--- config.mk ---
export PLATFORM = sky130hd
export DESIGN_NAME = pfrc_core
export DESIGN_NICKNAME = d
export VERILOG_FILES = /design/src/include/pfrc_pkg.sv /design/src/core/pfrc_core.sv
export SDC_FILE = /design/constraint.sdc
export NUM_CORES = 1
export LEC_CHECK = 0
export BUFFER_PORTS_ARGS = -buffer_cell sky130_fd_sc_hd__clkbuf_2
export CORE_UTILIZATION = 25
export CTS_CLUSTER_DIAMETER = 150
export CTS_CLUSTER_SIZE = 28
export DETAILED_ROUTE_END_ITERATION = 10
export GPL_TIMING_DRIVEN = 0
export PLACE_DENSITY = 0.42
export SLEW_MARGIN = 20
export SYNTH_ARGS = -nofsm -noshare
export SYNTH_HDL_FRONTEND = slang
export SYNTH_SLANG_ARGS = --single-unit
--- constraint.sdc ---
create_clock -name clk_i -period 2.35 [get_ports clk_i]
set_input_delay 0.235 -clock clk_i [delete_from_list [all_inputs] [get_ports clk_i]]
set_output_delay 0.235 -clock clk_i [all_outputs]
set_load 0.03 [all_outputs]
--- src/include/pfrc_pkg.sv ---
/*
 * pfrc_pkg: constants and carrier types for the pack fault and recovery
 * control block.
 * assumes: one 100 MHz clock; comparator results arrive as raw pins.
 */
package pfrc_pkg;
    // ------------------------------------------------------------
    // timing
    // ------------------------------------------------------------
    localparam int CLK_HZ = 100000000;                    // system clock rate
    localparam int UV_SHDN_LIMIT_S = 8;                   // undervoltage shutdown limit, seconds
    localparam longint UV_SHDN_CYC = longint'(UV_SHDN_LIMIT_S) * longint'(CLK_HZ); // cycles in limit
    localparam int THERM_CHECK_CYC = 4096;                // check interval, cycles (default)
    localparam int BIAS_SETTLE_CYC = 16;                  // bias pulse settle time, cycles
    // ------------------------------------------------------------
    // register map
    // ------------------------------------------------------------
    localparam logic [3:0] ADDR_CTRL = 4'h0;              // options, balance mode
    localparam logic [3:0] ADDR_STAT = 4'h1;              // live state, read only
    localparam logic [3:0] ADDR_IRQ_STAT = 4'h2;          // sticky events, read only
    localparam logic [3:0] ADDR_IRQ_EN = 4'h3;            // interrupt enables
    localparam logic [3:0] ADDR_IRQ_CLR = 4'h4;           // write one to clear
    localparam logic [7:0] CTRL_RST = 8'h00;              // control after reset
    localparam int CTRL_UVSD_BIT = 0;                     // undervoltage shutdown option
    localparam int CTRL_OVTS_BIT = 1;                     // overvoltage thermline signal
    localparam int CTRL_BAL_LSB = 2;                      // balance mode, 2 bits
    localparam int NUM_EVT = 6;                           // number of event bits
    // ------------------------------------------------------------
    // types
    // ------------------------------------------------------------
    typedef enum logic [1:0] {
        PFRC_BAL_NEVER = 2'h0,
        PFRC_BAL_ALWAYS = 2'h1,
        PFRC_BAL_CHARGE = 2'h2
    } pfrc_bal_type;

    typedef enum logic [1:0] {
        PFRC_ST_AWAKE = 2'h0,
        PFRC_ST_PROTECT = 2'h1,
        PFRC_ST_SHUTDOWN = 2'h3
    } pfrc_state_type;

    typedef enum logic [1:0] {
        PFRC_CK_IDLE = 2'h0,
        PFRC_CK_SENSE = 2'h1,
        PFRC_CK_BIAS = 2'h3
    } pfrc_check_type;

    // thermistor comparator results, one pin each
    typedef struct packed {
        logic ext_pullup;     // above external_pullup_threshold
        logic open_cold;      // above open threshold
        logic short_th;       // below short threshold
        logic hot;            // below hot_threshold
    } pfrc_therm_type;

    // sticky events
    typedef struct packed {
        logic charger;
        logic shutdown;
        logic load_removed;
        logic short_th;
        logic open_cold;
        logic over_temp;
    } pfrc_evt_type;
endpackage
--- src/core/pfrc_core.sv ---
/*
 * pfrc_core: thermistor checks, shutdown and wake decisions, undervoltage
 * shutdown option, load removal and overvoltage signalling on the thermistor line.
 * assumes: comparator outputs are asynchronous pins; the register port
 * masters are on clk_i.
 */
// Added by the designer: the strobed register port and the register offsets.
`timescale 1ns/1ns
`default_nettype none
module pfrc_core
    import pfrc_pkg::*;
#(
    parameter longint UV_LIMIT_CYC = UV_SHDN_CYC,       // undervoltage shutdown limit
    parameter int CHECK_CYC = THERM_CHECK_CYC,          // thermistor check interval
    parameter int CHG_SENSE_FITTED = 1                  // charger sense pin wired
) (
    input wire logic clk_i,
    input wire logic sys_rst_i,
    input wire logic clk_en_i,                          // freezes all state when low
    input wire logic charger_sense_input_i,             // sense comparator, above 0.5 V
    input wire pfrc_therm_type temperature_sense_input_i, // thermistor comparators
    input wire logic all_cells_uv_i,                    // all cells below uv plus hysteresis
    input wire logic uv_fault_i,                        // undervoltage fault held elsewhere
    input wire logic ov_event_i,                        // overvoltage event, same clock
    input wire logic discharge_return_sense_i,          // return sense below 2 V
    input wire logic [3:0] addr_i,
    input wire logic [7:0] wdata_i,
    input wire logic wr_i,
    input wire logic rd_i,
    output logic [7:0] rdata_o,
    output logic thermistor_bias_supply_o,
    output logic therm_line_o,                          // thermline pulled low value
    output logic therm_line_oe_o,                       // high while pulling the line
    output logic charge_switch_drive_o,
    output logic discharge_switch_drive_o,
    output logic regulator_output_o,                    // regulator enable
    output logic balance_allow_o,
    output logic irq_o
);
    // ------------------------------------------------------------
    // elaboration checks
    // ------------------------------------------------------------
    if (CHECK_CYC < 2 * BIAS_SETTLE_CYC) begin : g_chk
        $error("check interval too short for bias settling");
    end
    if (UV_LIMIT_CYC < 1 || UV_LIMIT_CYC > 64'h0000_00FF_FFFF_FFFF) begin : g_uvchk
        $error("undervoltage limit must be positive and fit the 40-bit timer");
    end

    // ------------------------------------------------------------
    // pin synchronisers, three stages, agreement of two and three
    // ------------------------------------------------------------
    localparam int NPIN = 6;
    logic [NPIN-1:0] pin_raw;
    logic [NPIN-1:0] s1_reg, s2_reg, s3_reg, filt_reg;
    assign pin_raw = {discharge_return_sense_i, charger_sense_input_i, temperature_sense_input_i};

    // stage one is read only by stage two
    always_ff @(posedge clk_i) begin
        if (sys_rst_i) begin
            s1_reg <= '0;
            s2_reg <= '0;
            s3_reg <= '0;
            filt_reg <= '0;
        end else if (clk_en_i) begin
            s1_reg <= pin_raw;
            s2_reg <= s1_reg;
            s3_reg <= s2_reg;
            filt_reg <= (s2_reg & s3_reg) | (filt_reg & (s2_reg | s3_reg));
        end
    end

    pfrc_therm_type th;
    wire charger_det = filt_reg[4];       // always-on monitor
    wire load_gone = filt_reg[5];
    assign th = pfrc_therm_type'(filt_reg[3:0]);

    // ------------------------------------------------------------
    // register file
    // ------------------------------------------------------------
    logic [7:0] ctrl_reg;
    pfrc_evt_type evt_reg, evt_en_reg, evt_set;
    logic [7:0] rdata_reg;
    wire wr_ctrl = wr_i && (addr_i == ADDR_CTRL);
    wire wr_en = wr_i && (addr_i == ADDR_IRQ_EN);
    wire wr_clr = wr_i && (addr_i == ADDR_IRQ_CLR);
    wire uvsd_opt = ctrl_reg[CTRL_UVSD_BIT];
    wire ovts_opt = ctrl_reg[CTRL_OVTS_BIT];
    wire [1:0] bal_mode = ctrl_reg[CTRL_BAL_LSB+1:CTRL_BAL_LSB];

    // control and enable registers
    always_ff @(posedge clk_i) begin
        if (sys_rst_i) begin
            ctrl_reg <= CTRL_RST;
            evt_en_reg <= '0;
        end else if (clk_en_i) begin
            if (wr_ctrl) begin
                ctrl_reg <= wdata_i;
            end
            if (wr_en) begin
                evt_en_reg <= pfrc_evt_type'(wdata_i[NUM_EVT-1:0]);
            end
        end
    end

    // sticky status: set beats a clear in the same cycle
    always_ff @(posedge clk_i) begin
        if (sys_rst_i) begin
            evt_reg <= '0;
        end else if (clk_en_i) begin
            evt_reg <= (evt_reg & ~(wr_clr ? pfrc_evt_type'(wdata_i[NUM_EVT-1:0]) : '0)) | evt_set;
        end
    end
    assign irq_o = |(evt_reg & evt_en_reg);

    // ------------------------------------------------------------
    // thermistor check sequencer
    // ------------------------------------------------------------
    pfrc_check_type ck_reg, ck_next;
    logic [31:0] tick_reg;
    logic [7:0] settle_reg;
    logic bias_reg;
    pfrc_state_type st_reg, st_next;                    // power state, also gates the bias pulse
    logic ot_reg, open_reg, short_reg;
    wire tick = (tick_reg == 32'(CHECK_CYC - 1));
    wire settled = (settle_reg == 8'(BIAS_SETTLE_CYC - 1));

    // sequencer next state
    always_comb begin
        ck_next = ck_reg;
        case (ck_reg)
            PFRC_CK_IDLE: begin
                if (tick) begin
                    ck_next = PFRC_CK_SENSE;
                end
            end
            PFRC_CK_SENSE: begin
                if (settled) begin
                    // external source seen: keep own bias off
                    ck_next = th.ext_pullup ? PFRC_CK_IDLE : PFRC_CK_BIAS;
                end
            end
            PFRC_CK_BIAS: begin
                if (settled) begin
                    ck_next = PFRC_CK_IDLE;
                end
            end
            default: ck_next = PFRC_CK_IDLE;
        endcase
    end

    // one verdict per check, short first then open then hot
    wire eval = settled && ((ck_reg == PFRC_CK_BIAS) || (ck_reg == PFRC_CK_SENSE && th.ext_pullup));
    wire v_short = th.short_th;
    wire v_open = !th.short_th && th.open_cold;      // cold counts as open
    wire hot_threshold = !th.short_th && !th.open_cold && th.hot;

    // sequencer state, counters and latched verdicts
    always_ff @(posedge clk_i) begin
        if (sys_rst_i) begin
            ck_reg <= PFRC_CK_IDLE;
            tick_reg <= '0;
            settle_reg <= '0;
            bias_reg <= 1'b0;
            ot_reg <= 1'b0;
            open_reg <= 1'b0;
            short_reg <= 1'b0;
        end else if (clk_en_i) begin
            ck_reg <= ck_next;
            tick_reg <= tick ? '0 : tick_reg + 32'h1;
            settle_reg <= (ck_next != ck_reg) ? '0 : settle_reg + 8'h01;
            bias_reg <= (ck_next == PFRC_CK_BIAS);
            if (eval) begin
                // verdicts replaced each check, so open clears next check
                ot_reg <= hot_threshold;
                open_reg <= v_open;
                short_reg <= v_short;
            end
        end
    end
    // no bias while the regulator is down
    assign thermistor_bias_supply_o = bias_reg && (st_reg != PFRC_ST_SHUTDOWN);

    // ------------------------------------------------------------
    // undervoltage shutdown timer
    // ------------------------------------------------------------
    logic [39:0] uv_cnt_reg;
    wire uv_expired = (uv_cnt_reg == 40'(UV_LIMIT_CYC));

    // counts only while the option is set
    always_ff @(posedge clk_i) begin
        if (sys_rst_i) begin
            uv_cnt_reg <= '0;
        end else if (clk_en_i) begin
            if (!uvsd_opt || !all_cells_uv_i || !uv_fault_i) begin
                uv_cnt_reg <= '0;
            end else if (!uv_expired) begin
                uv_cnt_reg <= uv_cnt_reg + 40'h1;
            end
        end
    end

    // ------------------------------------------------------------
    // power state
    // ------------------------------------------------------------
    logic short_new, shdn_req;
    assign short_new = eval && v_short;
    // short without charger shuts down; short under charger only protects
    assign shdn_req = (short_new && !charger_det) || (uvsd_opt && uv_expired);

    // state choice
    always_comb begin
        st_next = st_reg;
        case (st_reg)
            PFRC_ST_AWAKE, PFRC_ST_PROTECT: begin
                if (shdn_req) begin
                    st_next = PFRC_ST_SHUTDOWN;
                end else if (ot_reg || open_reg || short_reg) begin
                    st_next = PFRC_ST_PROTECT;      // hot never shuts down
                end else begin
                    st_next = PFRC_ST_AWAKE;
                end
            end
            PFRC_ST_SHUTDOWN: begin
                if (charger_det) begin
                    st_next = PFRC_ST_AWAKE;        // only way out
                end
            end
            default: st_next = PFRC_ST_AWAKE;
        endcase
    end

    // state register
    always_ff @(posedge clk_i) begin
        if (sys_rst_i) begin
            st_reg <= PFRC_ST_AWAKE;
        end else if (clk_en_i) begin
            st_reg <= st_next;
        end
    end

    // ------------------------------------------------------------
    // outputs
    // ------------------------------------------------------------
    logic reg_on_reg, chg_reg, dsg_reg, tl_reg, bal_reg;
    wire reg_on = (st_next != PFRC_ST_SHUTDOWN);
    wire sw_ok = reg_on && (st_next == PFRC_ST_AWAKE);

    // output flops
    always_ff @(posedge clk_i) begin
        if (sys_rst_i) begin
            reg_on_reg <= 1'b1;
            chg_reg <= 1'b0;
            dsg_reg <= 1'b0;
            tl_reg <= 1'b0;
            bal_reg <= 1'b0;
        end else if (clk_en_i) begin
            reg_on_reg <= reg_on;
            chg_reg <= sw_ok;                         // off with regulator
            dsg_reg <= sw_ok && !uv_fault_i;
            tl_reg <= ovts_opt && ov_event_i && reg_on;
            // charge-only needs a fitted sense pin
            case (bal_mode)
                PFRC_BAL_ALWAYS: bal_reg <= reg_on;
                PFRC_BAL_CHARGE: bal_reg <= reg_on && (CHG_SENSE_FITTED != 0) && charger_det;
                default: bal_reg <= 1'b0;
            endcase
        end
    end
    assign regulator_output_o = reg_on_reg;
    assign charge_switch_drive_o = chg_reg;
    assign discharge_switch_drive_o = dsg_reg;
    assign therm_line_o = 1'b0;
    assign therm_line_oe_o = tl_reg;
    assign balance_allow_o = bal_reg;

    // events
    assign evt_set = '{charger: charger_det && (st_reg == PFRC_ST_SHUTDOWN),
                       shutdown: (st_next == PFRC_ST_SHUTDOWN) && (st_reg != PFRC_ST_SHUTDOWN),
                       load_removed: load_gone,
                       short_th: short_new,
                       open_cold: eval && v_open,
                       over_temp: eval && hot_threshold};

    // ------------------------------------------------------------
    // read port, data one cycle after the strobe
    // ------------------------------------------------------------
    wire [7:0] stat_word = {1'b0, load_gone, charger_det, reg_on_reg, short_reg, open_reg, ot_reg, uv_expired};
    wire [7:0] rd_mux = (addr_i == ADDR_CTRL) ? ctrl_reg :
                        (addr_i == ADDR_STAT) ? stat_word :
                        (addr_i == ADDR_IRQ_STAT) ? 8'(evt_reg) :
                        (addr_i == ADDR_IRQ_EN) ? 8'(evt_en_reg) : 8'h00;

    // read data flop
    always_ff @(posedge clk_i) begin
        if (sys_rst_i) begin
            rdata_reg <= 8'h00;
        end else if (clk_en_i) begin
            rdata_reg <= rd_i ? rd_mux : 8'h00;
        end
    end
    assign rdata_o = rdata_reg;

    // ------------------------------------------------------------
    // assertions
    // ------------------------------------------------------------
    property p_reg_off_shdn;
        @(posedge clk_i) disable iff (sys_rst_i)
        clk_en_i && (st_next == PFRC_ST_SHUTDOWN) |=> !regulator_output_o;
    endproperty
    a_reg_off_shdn: assert property (p_reg_off_shdn) else $error("regulator on in shutdown");

    property p_chg_off;
        @(posedge clk_i) disable iff (sys_rst_i)
        !regulator_output_o |-> !charge_switch_drive_o;
    endproperty
    a_chg_off: assert property (p_chg_off) else $error("charge drive on with regulator off");

    property p_exit_charger;
        @(posedge clk_i) disable iff (sys_rst_i)
        (st_reg == PFRC_ST_SHUTDOWN) && (st_next != PFRC_ST_SHUTDOWN) |-> charger_det;
    endproperty
    a_exit_charger: assert property (p_exit_charger) else $error("left shutdown without charger");

    property p_bias_ext;
        @(posedge clk_i) disable iff (sys_rst_i)
        clk_en_i && (ck_reg == PFRC_CK_SENSE) && settled && th.ext_pullup |=> !thermistor_bias_supply_o [*2];
    endproperty
    a_bias_ext: assert property (p_bias_ext) else $error("bias on with external pullup");

    property p_ot_no_shdn;
        @(posedge clk_i) disable iff (sys_rst_i)
        clk_en_i && eval && hot_threshold && !(uvsd_opt && uv_expired) && (st_reg != PFRC_ST_SHUTDOWN)
        |=> (st_reg != PFRC_ST_SHUTDOWN);
    endproperty
    a_ot_no_shdn: assert property (p_ot_no_shdn) else $error("overtemperature caused shutdown");

    property p_uv_opt_clear;
        @(posedge clk_i) disable iff (sys_rst_i)
        clk_en_i && !uvsd_opt |=> uv_cnt_reg == 40'h0;
    endproperty
    a_uv_opt_clear: assert property (p_uv_opt_clear) else $error("uv timer ran with option clear");

    property p_short_shdn;
        @(posedge clk_i) disable iff (sys_rst_i)
        clk_en_i && short_new && !charger_det |=> (st_reg == PFRC_ST_SHUTDOWN) ##1 !regulator_output_o;
    endproperty
    a_short_shdn: assert property (p_short_shdn) else $error("short did not shut down");

    property p_tline;
        @(posedge clk_i) disable iff (sys_rst_i)
        therm_line_oe_o |-> $past(ovts_opt) && $past(ov_event_i);
    endproperty
    a_tline: assert property (p_tline) else $error("thermline driven without option and event");
endmodule
`default_nettype wire

==> results of run 1 <==
layout make-up:
type,instances,area share (%)
repair buffers,42,2.85
multi-input cells,532,43.7
inverters,20,0.973
well taps,330,5.35
flip-flops and latches,145,37.6
clock inverters,12,1.73
plain buffers,35,1.86
clock buffers,19,5.87
per-stage QoR:
stage	setup WS (ns)	util, %	hold WS [ns]	total power [µW]
6_report	0.126	30.6	0.0366	5460
5_1_grt	-0.00252	30.6	0.0454	5680
4_1_cts	0.0419	30.4	0.0290	5540
3_5_place_dp	-0.0950	28.0	0.450	2790
3_3_place_gp	-0.0992	28.0	0.452	2790
2_1_floorplan	0.445	-	0.379	2700
cells by family after synthesis:
logic type | count (synthesis)
AND/OR/NAND/NOR | 325
AO/OA/AOI/OAI | 98
flip-flops | 145
XOR/XNOR | 61
other | 1
multiplexers | 41
buffers and inverters | 55
adder cells (fa/ha/maj) | 6
critical path: cells and delay by family (launching register included):
family	cells	cell delay, ns
and+or+nand+nor	4	1.27
AOI/OAI and AO/OA	1	0.23
adders and majority gates	1	0.18
DFF	1	0.32
buffers and inverters	1	0.11
layout by cell type, fill, tap and decap left out, drive strengths merged, types with 4 or more instances in the layout:
cell and n:
dfxtp 145, nor2 122, clkbuf 86, nand2 55, xor2 49, nand4 43, mux2i 36, a21oi 34
nand3 24, o21ai 24, inv 21, and3 16, nor4 16, xnor2 12, and4 11, or3 11
buf 10, a22oi 9, o31ai 8, or4 7, nor3 7, a21o 6, ha 6, mux4 5
clkinvlp 5, and2 4, o21a 4, clkinv 4
worst paths after layout:
kind	from	to	slack [ns]	depth (start not counted)
worst max-delay path	uv_cnt_reg[0]	regulator_output_o	0.13	7
worst min-delay path	wdata_i[6]	ctrl_reg[6]	0.04	3
worst max register to register	uv_cnt_reg[0]	regulator_output_o	0.13	7
worst min register to register	s3_reg[5]	filt_reg[5]	0.46	2
power breakdown:
part	leakage (µW)	internal, µW	switching, µW
clock network	0.000273	1610	1110
registers	0.00117	2480	22.9
logic	0.00147	77.1	151
layer usage:
metal  GRT usage, %  routed length, µm  vias up
met5              0                  0        -
met4           4.08                178        0
met3           2.90                467       14
met2           21.9               7960       65
met1           18.4               8780     2523
li1               -                  -     2708
timing repair:
action / 4_1_cts / 5_1_grt
gates resized for setup: 3 / 4
pin swaps: 0 / 1
setup endpoints to repair: 30 / 43
hold buffers: 0 / 0
setup buffers: 0 / 4
==> flow_summary.ini, run 1 <==
[cells_and_area]
antennaDiodeCount = 0
finish.net_count = 825
largest_register_ff_count = 40
layout.cells.non_filler = 1135
seqCellArea_um2 = 2900
syn2layout_area_growth_pct = 19.2
final_layout_size_suffix_gt1_share_pct = 12.2
filler_cell_count = 2765
multi_input_comb_area_um2 = 3380
final_area_um2 = 7720

[global_routing]
grt_first_pass_wirelength_um = 28100
grt_residual_overflow = 0
maximum_number_of_pins_on_one_net_before_global_route_repair = 17
globalRouteTotalUtil_pct = 13.7
grt_antenna_before_repair = 0
via_count_of_the_first_global_routing_pass = 5154

[sta]
worst-slew-pin-transition_ns = 0.859
rsz0062_at_grt = true
upper_clock_frequency_limit_mhz = 450
final_max_slew_viol_count = 0
fin_setup_tns_ns = 0
max_slew_margin_pct = 42.7
post-route-min-period_ns = 2.22
finalSetupViolCount = 0
clock_skew_ns = 0.0160
min_period_over_period_pct = 94.6
timing_hold_violations_final = 0

[floorplanning]
num_rows = 58
core_area_um2 = 25300
ioPinCount = 42
die_area_um2 = 26500
effective_utilization_at_floorplan_pct = 25.6
die_h_um = 163
floorplan.die.width_um = 163

[yosys]
ffs_w_async_s_r_synth_pct = 0
synth-compound-area-share_pct = 9.34
yosys.area.top_type = sky130_fd_sc_hd__dfxtp_1
netlist_top_cells_area = sky130_fd_sc_hd__dfxtp_1, sky130_fd_sc_hd__nor2_1, sky130_fd_sc_hd__xor2_1, sky130_fd_sc_hd__mux2i_1, sky130_fd_sc_hd__nand4_1
post_synth_xor_area_fraction_pct = 8.25
synthesis.instances = 732
cell_with_the_most_instances_after_synthesis = sky130_fd_sc_hd__dfxtp_1
synth-warning-count = 0
synth.ff_latch_count = 145
yosys.area_share.simple_pct = 25.7
synth_fa_ha_area_share_pct = 1.16
ys_seq_area_share_pct = 44.8
avgSynthCellArea_um2 = 8.84
dominant_synthesized_flop_cell = sky130_fd_sc_hd__dfxtp_1
synth_common_cells = sky130_fd_sc_hd__dfxtp_1, sky130_fd_sc_hd__nor2_1, sky130_fd_sc_hd__nand2_1
syn_area_um2 = 6470
synth.mux.area_fraction_pct = 7.31
netlist.area_leader.share_pct = 44.8
synth_top_family_by_area = simple AND/OR/NAND/NOR gates
yosys.cell_types.count = 51
synth_edf_count = 0
syn-num-nets = 764

[placement]
dp_hpwl_um = 12200
routability_congestion_estimate = 0.767
placed_area_um2 = 7080
port-buffer-count = 38
cell_count_post_placement = 1100

[run]
max_cap_violation_count = 0

[power]
power_density_nw_per_um2 = 708
p_leak_uw = 0.00292
vdd_ir_drop_max_v = 0.000384

[clock_network]
numCtsBuffers = 17
h_tree_depth = 4
max-clock-path-buffers = 2
cts_tree = yes
cts.sink_count = 145
root_buffer = sky130_fd_sc_hd__clkbuf_16
clock_latency_ns = 0.43
path_clk_slew_ns = 0.06

[detailed_routing]
dr.pass1.iters = 5
detailedRoute.firstIterationViolations = 241
post-route-drc-count = 0
routed_wl_per_cell_um = 15.3
routed_antenna_nets = 0
routed_via_density = 4.68
postRouteWirelength_um = 17400
vias = 5310

[critical_path]
cp_slowest_stage_delay_ns = 0.44
crit_required_ns = 2.67
signal_arrival_time_at_the_worst_endpoint_ns = 2.54
cp_max_delay_cell = sky130_fd_sc_hd__nor4_4
critPathLaunchType = flip-flop
path_cells = inv_1 -> ha_1 -> nor4b_1 -> nand4_1 -> nor4_4 -> nor3b_1 -> a211o_1
timing.critical_path.fanout_max = 5
worstSetupPathType = flip-flop to flip-flop
worst_setup_path_end_kind = flip-flop

[status]
outcome = finished clean

[min_path]
hold_class = input pin to flip-flop
(Power assumes the default switching activity.)
==> run 2: changes to the inputs <==
==> constraint.sdc (replaced) <==
create_clock -name clk_i -period 2.35 [get_ports clk_i]
set_input_delay 0.1175 -clock clk_i [delete_from_list [all_inputs] [get_ports clk_i]]
set_output_delay 0.1175 -clock clk_i [all_outputs]
set_load 0.03 [all_outputs]
==> run 2 against run 1 <==
  * First-iteration DRC count rose by 4.1%
  * Critical path type unchanged
  * Utilization increased by 0.59 points
  * Register-to-register slack better by 0.02 ns
  * Hold slack gained 0.081 ns
  * Cell count is 1.3% higher
  * Largest power group unchanged
  * Clock skew grew 0.0032 ns
==> flow_summary.ini, run 2 (synthesized netlist as in run 1, its figures left out) <==
[sta]
post-route-min-period_ns = 2.21
rsz0062_at_grt = true
finalSetupViolCount = 0
timing_hold_violations_final = 0
upper_clock_frequency_limit_mhz = 453
clock_skew_ns = 0.0192
worst-slew-pin-transition_ns = 0.864
postLayoutSetupSlackWorst_ns = 0.142
min_period_over_period_pct = 94.0
final_max_slew_viol_count = 0
max_slew_margin_pct = 42.4

[detailed_routing]
detailedRoute.firstIterationViolations = 251
routed_via_density = 4.67
routed_wl_per_cell_um = 15.1
post-route-drc-count = 0
dr.pass1.iters = 4
postRouteWirelength_um = 17400
routed_antenna_nets = 0
vias = 5372

[clock_network]
numCtsBuffers = 17
clock_latency_ns = 0.43
cts_tree = yes
path_clk_slew_ns = 0.06
max-clock-path-buffers = 2
cts.sink_count = 145
h_tree_depth = 4
root_buffer = sky130_fd_sc_hd__clkbuf_16

[cells_and_area]
filler_cell_count = 2768
final_common_cell = sky130_fd_sc_hd__dfxtp_1
largest_register_ff_count = 40
finish.net_count = 840
antennaDiodeCount = 0
final_cell_mix = sky130_fd_sc_hd__dfxtp_1, sky130_fd_sc_hd__nor2_1, sky130_fd_sc_hd__nand2_1, sky130_fd_sc_hd__xor2_1, sky130_fd_sc_hd__nand4_1
final_layout_size_suffix_gt1_share_pct = 12.0
seqCellArea_um2 = 2900
syn2layout_area_growth_pct = 21.6
multi_input_comb_area_um2 = 3380
end_of_flow_core_utilization_pct = 31.2

[critical_path]
signal_arrival_time_at_the_worst_endpoint_ns = 2.53
timing.reg2reg.setup_slack_ns = 0.14
rr_worst_depth = 7
crit_required_ns = 2.67
rr_startpoint = uv_cnt_reg[0]
path_cells = inv_1 -> ha_1 -> nor4b_1 -> nand4_1 -> nor4_4 -> nor3b_1 -> a211o_1
timing.critical_path.fanout_max = 5
cp_max_delay_cell = sky130_fd_sc_hd__nor4_4
worst_setup_path_end_kind = flip-flop
cp_slowest_stage_delay_ns = 0.45
worstSetupPathType = flip-flop to flip-flop
r2r-end = regulator_output_o
critPathLaunchType = flip-flop

[global_routing]
maximum_number_of_pins_on_one_net_before_global_route_repair = 17
globalRouteTotalUtil_pct = 13.7
via_count_of_the_first_global_routing_pass = 5198
grt_antenna_before_repair = 0
grt_residual_overflow = 0
grt_first_pass_wirelength_um = 28200

[power]
cellInternalPower_uw = 4190
clockPowerShare_pct = 49.7
power_density_nw_per_um2 = 696
seq_power_share_pct = 45.8
vdd_ir_drop_max_v = 0.000383
comb_power_share_pct = 4.5
p_leak_uw = 0.00298
p_sw_share_pct = 23.4
net-switching-power_uw = 1280

[min_path]
worstHoldPathCells = 3
whs_endpoint = uv_cnt_reg[1]
worstHoldStart = all_cells_uv_i
hold_class = input pin to flip-flop

[status]
outcome = finished clean

[floorplanning]
core_area_um2 = 25300
die_h_um = 163
ioPinCount = 42
effective_utilization_at_floorplan_pct = 25.6
die_area_um2 = 26500
num_rows = 58
floorplan.die.width_um = 163

[placement]
routability_congestion_estimate = 0.767
port-buffer-count = 38
dp_slack_ns = -0.0950
dp_hpwl_um = 12200

[run]
max_cap_violation_count = 0
-- run 2: cell type report --
cell class | count | share of cell area, %
Tap cell | 330 | 5.25
Sequential cell | 145 | 36.9
Timing Repair Buffer | 57 | 4.71
Clock inverter | 12 | 1.70
Multi-Input combinational cell | 532 | 42.9
Buffer | 35 | 1.83
Inverter | 20 | 0.954
Clock buffer | 19 | 5.76
-- run 2: repair_timing --
action	4_1_cts	5_1_grt
hold buffers	15	0
resized for setup	3	4
pin swaps	0	1
setup buffers	0	4
endpoints found under the hold margin	21	0
endpoints found under the setup margin	30	43
-- run 2: power by group through the flow --
stage	sequential (µW)	clock, µW	combinational [µW]
after floorplan	2560	0	135
after detailed placement	2560	0	230
final	2510	2720	248
after CTS	2510	2800	252
after global routing	2510	2920	273
after global placement	2560	0	230
-- run 2: worst max path at each step --
stage,startpoint,end,slack [ns],cells after the start
2_1_floorplan,uv_cnt_reg[1],uv_cnt_reg[36],0.45,6
3_3_place_gp,tick_reg[12],tick_reg[19],-0.1,7
3_5_place_dp,tick_reg[12],tick_reg[4],-0.09,7
4_1_cts,uv_cnt_reg[1],uv_cnt_reg[36],0.04,6
5_1_grt,uv_cnt_reg[0],regulator_output_o,-0.003,7
6_report,uv_cnt_reg[0],regulator_output_o,0.14,7
-- run 2: worst max-delay path: cells and delay by family (launching register included) --
family	cells	cell delay, ns
AND/OR/NAND/NOR	4	1.27
flip-flops	1	0.32
AO/OA/AOI/OAI	1	0.23
adder cells (fa/ha/maj)	1	0.17
buffers and inverters	1	0.11
-- run 2: metal layers --
layer	vias up	part of all wire, %	wire length, µm	track usage (%)
met5	-	0	0	0
met4	0	0.86	150	4.08
met3	12	2.7	463	2.88
met2	62	46	8000	22.1
met1	2568	50	8770	18.4
li1	2730	-	-	-
-- run 2: metrics by stage --
stage	hold slack [ns]	TNS [ns]	instance area [µm²]	cells	power [µW]
floorplan	0.261	0	6470	732	2700
global placement	0.358	-1.90	7080	1100	2790
detailed placement	0.362	-2.08	7080	1100	2790
CTS	0.0784	0	7820	1146	5560
global route	0.105	-0.00252	7870	1150	5700
finish	0.117	0	7870	1150	5470
